===== src/logic/ctlo_pkg.sv =====
// package: register map, field positions and reset values of the test-loop block
package ctlo_pkg;
   localparam logic [11:0] CTLO_TEST_CTRL_OFF   = 12'h000;
   localparam logic [11:0] CTLO_OVR_STATUS_OFF  = 12'h004;
   localparam logic [11:0] CTLO_TEST_MODE_OFF   = 12'h008;
   localparam int          CTLO_ERR_FREEZE_BIT  = 3;
   localparam int          CTLO_RX_DIS_BIT      = 2;
   localparam int          CTLO_TX_DIS_BIT      = 1;
   localparam int          CTLO_LOOP_BIT        = 0;
   localparam int          CTLO_MBOX_NUM        = 4;
   localparam logic [3:0]  CTLO_TEST_CTRL_RST   = 4'h0;
   localparam logic [3:0]  CTLO_OVR_STATUS_RST  = 4'h0;
   localparam logic        CTLO_TEST_MODE_RST   = 1'b0;
   localparam logic        CTLO_RECESSIVE       = 1'b1;
   localparam logic [8:0]  CTLO_ERR_CNT_RST     = 9'h000;
   typedef struct packed {
      logic [3:0] test_ctrl;
      logic [3:0] ovr_flags;
      logic       test_mode;
      logic [8:0] tx_err_cnt;
      logic [8:0] rx_err_cnt;
      logic [1:0] rx_sync;
      logic [31:0] prdata;
   } ctlo_state_t;
endpackage


===== src/logic/ctlo_top.sv =====
// test-mode pin gating, loopback, error counter freeze and mailbox overrun flags
`timescale 1ns/10ps
// Notes on behaviour
// - with the freeze bit clear the two error counters follow the core's count requests.
// - with the freeze bit set in test mode both error counters hold their value.
// - with the receive-disable and loopback bits clear the pin level reaches the core.
// - receive disabled without loopback feeds a constant recessive level to the core.
// - receive disabled with loopback feeds the internal transmit stream to the core.
// - with the transmit-disable bit clear the core's bit stream drives the transmit pin.
// - transmit disabled without loopback holds the transmit pin recessive.
// - transmit disabled with loopback sends the transmit stream to the internal receive.
// - the internal receive comes from the pin unless loopback or receive disable is set in test mode.
// - the four test bits reset to zero and are readable and writable.
// - there is one overrun flag for each of four mailboxes.
// - a reception for a mailbox whose pending bit is still set raises its overrun flag.
// - writing one clears an overrun flag and writing zero leaves it alone.
// - overrun flags reset to zero and the upper status bits read as zero.
module ctlo_top
   import ctlo_pkg::*;
(
   // clock and reset
   input  wire logic        pclk,
   input  wire logic        presetn,
   // apb slave
   input  wire logic        psel,
   input  wire logic        penable,
   input  wire logic        pwrite,
   input  wire logic [11:0] paddr,
   input  wire logic [31:0] pwdata,
   output logic             pready,
   output logic [31:0]      prdata,
   output logic             pslverr,
   // protocol core side
   input  wire logic        core_tx_bit,
   output logic             core_rx_bit,
   input  wire logic        tec_inc,
   input  wire logic        tec_dec,
   input  wire logic        rec_inc,
   input  wire logic        rec_dec,
   output logic [8:0]       transmit_error_counter,
   output logic [8:0]       receive_error_counter,
   // mailbox reception events
   input  wire logic [3:0]  mbox_rx_event,
   input  wire logic [3:0]  receive_pending_flags,
   input  wire logic [3:0]  remote_frame_pending_flags,
   // can pins
   input  wire logic        can_receive_line,
   output logic             can_transmit_line
);

   // ***************************************************************
   // state and decode
   // ***************************************************************
   ctlo_state_t st_reg;
   ctlo_state_t st_next;
   logic        acc;
   logic        wr;
   logic        hit_ctrl;
   logic        hit_ovr;
   logic        hit_mode;
   logic        freeze_eff;
   logic        rx_dis_eff;
   logic        tx_dis_eff;
   logic        loop_eff;
   logic        pin_rx;

   // zero-wait slave: every access completes in its first access cycle
   assign acc      = psel & penable;
   assign wr       = acc & pwrite;
   assign hit_ctrl = paddr == CTLO_TEST_CTRL_OFF;
   assign hit_ovr  = paddr == CTLO_OVR_STATUS_OFF;
   assign hit_mode = paddr == CTLO_TEST_MODE_OFF;
   assign pready   = 1'b1;
   assign pslverr  = acc & ~(hit_ctrl | hit_ovr | hit_mode);
   assign prdata   = st_reg.prdata;

   // test bits only count while test mode is set
   assign freeze_eff = st_reg.test_mode & st_reg.test_ctrl[CTLO_ERR_FREEZE_BIT];
   assign rx_dis_eff = st_reg.test_mode & st_reg.test_ctrl[CTLO_RX_DIS_BIT];
   assign tx_dis_eff = st_reg.test_mode & st_reg.test_ctrl[CTLO_TX_DIS_BIT];
   assign loop_eff   = st_reg.test_mode & st_reg.test_ctrl[CTLO_LOOP_BIT];
   assign pin_rx     = st_reg.rx_sync[1];

   // ***************************************************************
   // pin paths
   // ***************************************************************
   // combinational so a bit is not delayed on the bus; loop applies when either
   // disable is set, and loop alone also feeds the transmit stream back
   always_comb begin
      if (loop_eff) begin
         core_rx_bit = core_tx_bit;
      end else if (rx_dis_eff) begin
         core_rx_bit = CTLO_RECESSIVE;
      end else begin
         core_rx_bit = pin_rx;
      end
      if (tx_dis_eff) begin
         can_transmit_line = CTLO_RECESSIVE;
      end else begin
         can_transmit_line = core_tx_bit;
      end
   end

   assign transmit_error_counter = st_reg.tx_err_cnt;
   assign receive_error_counter  = st_reg.rx_err_cnt;

   // ***************************************************************
   // next state
   // ***************************************************************
   // overrun set wins over a same-cycle write-one clear
   always_comb begin
      st_next         = st_reg;
      st_next.rx_sync = {st_reg.rx_sync[0], can_receive_line};
      if (wr && hit_ctrl) begin
         st_next.test_ctrl = pwdata[3:0];
      end
      if (wr && hit_mode) begin
         st_next.test_mode = pwdata[0];
      end
      if (wr && hit_ovr) begin
         st_next.ovr_flags = st_reg.ovr_flags & ~pwdata[3:0];
      end
      st_next.ovr_flags = st_next.ovr_flags
                        | (mbox_rx_event & (receive_pending_flags
                                           | remote_frame_pending_flags));
      if (!freeze_eff) begin
         // saturating counters, the core asks for the standard's steps
         if (tec_inc && st_reg.tx_err_cnt != 9'h1ff) begin
            st_next.tx_err_cnt = st_reg.tx_err_cnt + 9'h001;
         end else if (tec_dec && st_reg.tx_err_cnt != 9'h000) begin
            st_next.tx_err_cnt = st_reg.tx_err_cnt - 9'h001;
         end
         if (rec_inc && st_reg.rx_err_cnt != 9'h1ff) begin
            st_next.rx_err_cnt = st_reg.rx_err_cnt + 9'h001;
         end else if (rec_dec && st_reg.rx_err_cnt != 9'h000) begin
            st_next.rx_err_cnt = st_reg.rx_err_cnt - 9'h001;
         end
      end
      // read data registered in the setup cycle
      st_next.prdata = 32'h0000_0000;
      // hold the word through the access cycle, so the master's sampling edge
      // still sees it and never races the return to zero
      if (acc && !pwrite) begin
         st_next.prdata = st_reg.prdata;
      end
      if (psel && !penable && !pwrite) begin
         if (hit_ctrl) begin
            st_next.prdata = {28'h000_0000, st_reg.test_ctrl};
         end else if (hit_ovr) begin
            st_next.prdata = {28'h000_0000, st_reg.ovr_flags};
         end else if (hit_mode) begin
            st_next.prdata = {31'h0000_0000, st_reg.test_mode};
         end
      end
   end

   // ***************************************************************
   // registers
   // ***************************************************************
   always_ff @(posedge pclk or negedge presetn) begin
      if (!presetn) begin
         st_reg.test_ctrl  <= CTLO_TEST_CTRL_RST;
         st_reg.ovr_flags  <= CTLO_OVR_STATUS_RST;
         st_reg.test_mode  <= CTLO_TEST_MODE_RST;
         st_reg.tx_err_cnt <= CTLO_ERR_CNT_RST;
         st_reg.rx_err_cnt <= CTLO_ERR_CNT_RST;
         st_reg.rx_sync    <= 2'h3;
         st_reg.prdata     <= 32'h0000_0000;
      end else begin
         st_reg <= st_next;
      end
   end
endmodule // ctlo_top


===== config.mk =====
export PLATFORM = sky130hd
export DESIGN_NAME = ctlo_top
export DESIGN_NICKNAME = d
export VERILOG_FILES = /design/src/logic/ctlo_pkg.sv /design/src/logic/ctlo_top.sv
export SDC_FILE = /design/constraint.sdc
export NUM_CORES = 1
export LEC_CHECK = 0
export ABC_AREA = 1
export BUFFER_PORTS_ARGS = -buffer_cell sky130_fd_sc_hd__buf_2
export CORE_MARGIN = 2
export CORE_UTILIZATION = 40
export DETAILED_ROUTE_END_ITERATION = 6
export HOLD_SLACK_MARGIN = 0.03
export PLACE_DENSITY = 0.66
export REMOVE_ABC_BUFFERS = 1
export SYNTH_ARGS = -nofsm -noshare
export SYNTH_HDL_FRONTEND = slang
export SYNTH_SLANG_ARGS = --single-unit
export TNS_END_PERCENT = 10

===== constraint.sdc =====
create_clock -name pclk -period 2.55 [get_ports pclk]
set_clock_uncertainty 0.15 [all_clocks]
set_input_delay 0.3825 -clock pclk [delete_from_list [all_inputs] [get_ports pclk]]
set_output_delay 0.3825 -clock pclk [all_outputs]
set_load 0.005 [all_outputs]

==> impl_results.md <==
- Largest net degree at the start of global routing: 35
- Status: complete, no violations
- PortBufs: 91
- Vias/cell: 4.57
- Crit path top cell by count: nand2_1
- Setup WS post-layout: 250 ps
- # IOs: 121
- Worst min path class: input pin to flip-flop
- Placeable Area: 8810 um^2
- Die H: 99.6 um
- Gp weighted congestion: 0.856
- Root buffer cell: clkbuf_8
- Die ar.: 9920 um^2
- Initial antenna violation count: 0
- Synthesized area per cell: 7.76 um^2
- Slowest CP cell: dfrtp_1
- Maximum vdd drop: 0.000399 V
- Critical path cell sequence: nand3_1 -> nor2_1 -> nand2_1 -> nand2_2 -> ha_1 -> nand2_1 -> nand2_1 -> nand2_1 -> nand2_1 -> a21oi_1 -> inv_1 -> nand2_1 -> nand2_1 -> nand2_1 -> nand2_1
- Most area-consuming cells after synthesis: dfrtp_1 (40%), nand2_1 (13%), buf_4 (10%)
- Final slew viol count: 0
- ANT cells: 0
- Starting Density: 0.415
- Number of global-route vias before repair: 2,890
- Fillers: 863
- RSZ-0062 raised after global routing: false
- Final ANT Viol Nets: 0
- Detailed Place HPWL: 5510 um
- Kind of critical path: flip-flop to flip-flop
- Fin area: 4140 um^2
- WP data required: 2620 ps
- Share of layout cells above drive strength 1: 0.253
- Final hold violations: 0
- Max Cap Viol: 0
- Routed WL per cell: 11.1 um
- Max transition margin: 0.568
- Netlist cell types: 32
- Post CTS Setup Buffer Count: 0
- Final setup vio count: 0
- Initial DRT Pass Iterations: 4
- Final nets: 612
- Site Rows: 34
- Global route total overflow: 0
- Clk sinks: 61
- Final setup TNS: 0 ps
- Die W: 99.6 um
- Final period utilization: 0.902
- GRT Total Usage: 0.154
- Clk_lat worst skew: 330 ps
- Worst-Margin Slew: 649 ps
- Global-route wire length before repair: 12,500 um
- Leading area contributor after synthesis: dfrtp_1
- Total number of vias: 2,932
- Sequential area share after synthesis: 0.418
- Highest Clock Rate: 435 MHz
- WL final: 7150 um
- CP startpoint kind: flip-flop
- Max clock buf depth: 2
- Crit path capture type: flip-flop
- Placed Area: 3910 um^2
- Peak fanout along the critical path: 11
- Register Area: 1530 um^2
- Critical Path Max Stage Delay: 420 ps
- Layout Area Growth over Synthesis: 13.2%
- Flops & latches, synth: 61
- WP data arrival: 2370 ps
- DR iter-0 viols: 44
- Synth Instances: 471
- Tmin final: 2300 ps
- Netlist Area Pre-Place: 3650 um^2
- Warnings, synthesis: 0
- CTS tree: done
- Lkg Pwr: 2.25 nW
- H-Tree Depth: 3
- Reg clk slew, reported paths: 70 ps
- PwrDens: 875 nW/um^2
- Max reg flops: 32
- Pre-CTS setup slack: 287 ps
- Multi-input logic area: 1480 um^2
- Top-area cell type share of the netlist area: 0.404
- Reg with most FFs: prdata
- Remaining DRCs: 0
- Num CTS Buffers: 9
[cell usage after synthesis]
library cell  number
o21ai_2            2
nand4_1            8
o31ai_1            1
xnor2_1            4
or2_2              2
buf_4             51
a21oi_1           16
o211ai_1           3
o21a_1             2
nor2_1            48
nor3_2             1
nand3_1           24
or2_0              1
fa_1               2
o21ai_1            8
dfstp_2            2
nand2_2            7
buf_6              2
nor2_4             2
ha_1              14
nor3b_2            1
nor3_1             4
inv_1             62
o21ai_0           11
inv_2              2
buf_1              2
xor2_1             2
or2_4              1
dfrtp_1           59
nand2_1          125
conb_1             1
nor3b_1            1
[cells in the final DEF, fill, tap and decap left out, types with 2 or more instances in the layout]
cell type and instances:
dlygate4sd3_1 2, nor2_1 48, o21ai_0 11, o21a_1 2
inv_2 2, nand2_2 6, clkinvlp_4 2, o21ai_1 8
buf_4 8, ha_1 14, nand4_1 8, xnor2_1 4
nand3_1 24, o21ai_2 2, or2_2 2, a21oi_1 16
dfrtp_1 59, nor3_1 4, clkbuf_8 10, o211ai_1 3
nor2_4 2, inv_1 62, buf_2 91, dfstp_2 2
xor2_1 2, fa_1 2, nand2_1 125
[worst max-delay path: cells and delay by family (launching register included)]
| family | cells | cell delay [ps] |
|---|---|---|
| buffers and inverters | 1 | 70 |
| AOI/OAI and AO/OA | 1 | 230 |
| and+or+nand+nor | 12 | 1000 |
| DFF | 1 | 420 |
| adders and majority gates | 1 | 330 |
[metrics by stage]
step	std cells	util	hold WS (ps)	power [mW]
6_report	642	0.470	120	3.62
5_1_grt	642	0.470	131	3.97
4_1_cts	642	0.469	102	3.66
3_5_place_dp	624	0.444	199	2.78
3_3_place_gp	624	0.444	198	2.74
2_1_floorplan	416	-	-63.1	2.28
[layer usage]
metal | routed length (um) | share of wire | track usage
met1 | 3300 | 0.46 | 0.191
met2 | 3520 | 0.49 | 0.271
met3 | 263 | 0.037 | 0.0267
met4 | 68 | 0.0095 | 0.0537
met5 | 0 | 0 | 0
[power by group]
part	leakage (nW)	switching (mW)	total, mW	internal (mW)
registers	0.790	0.141	1.25	1.11
logic	1.37	0.844	1.51	0.665
clock network	0.0959	0.379	0.859	0.480
total	2.25	1.36	3.62	2.26
[area by class of cell]
| class | count | area share |
|---|---|---|
| Clock buffer | 11 | 0.0342 |
| Clock inverter | 5 | 0.0142 |
| Inverter | 64 | 0.0581 |
| Multi-Input combinational cell | 291 | 0.357 |
| Sequential cell | 61 | 0.370 |
| Tap cell | 108 | 0.0327 |
| Timing Repair Buffer | 102 | 0.134 |
[cells by family (layout without fill, tap and decap cells)]
kind of cell,count (synthesis),count (layout),share of synthesized area
DFF,61,61,0.418
AOI/OAI and AO/OA,43,43,0.0650
xor gates and xnor gates,6,6,0.0144
buffers and inverters,119,182,0.179
adders and majority gates,16,16,0.0589
other,1,1,0.00103
and+or+nand+nor,225,225,0.264
[final timing paths]
kind                                               start                       end  slack, ps  depth (start not counted)
worst max register to register  receive_error_counter[8]  receive_error_counter[8]        250                         15
max in group asynchronous                        presetn                 prdata[4]       1180                          3
min in group asynchronous                        presetn                 prdata[8]        460                          2
worst min-delay path            receive_pending_flags[1]                st_reg[54]        120                          3
worst min register to register               st_next[33]                    pin_rx        210                          0
worst max-delay path            receive_error_counter[8]  receive_error_counter[8]        250                         15
[what timing repair did]
| action | CTS | global route |
|---|---|---|
| hold buffers | 2 | 0 |
| gates resized for setup | 0 | 1 |
| setup endpoints to repair | 0 | 2 |
| endpoints found under the hold margin | 26 | 0 |
Power figures use the tool's default switching activity.
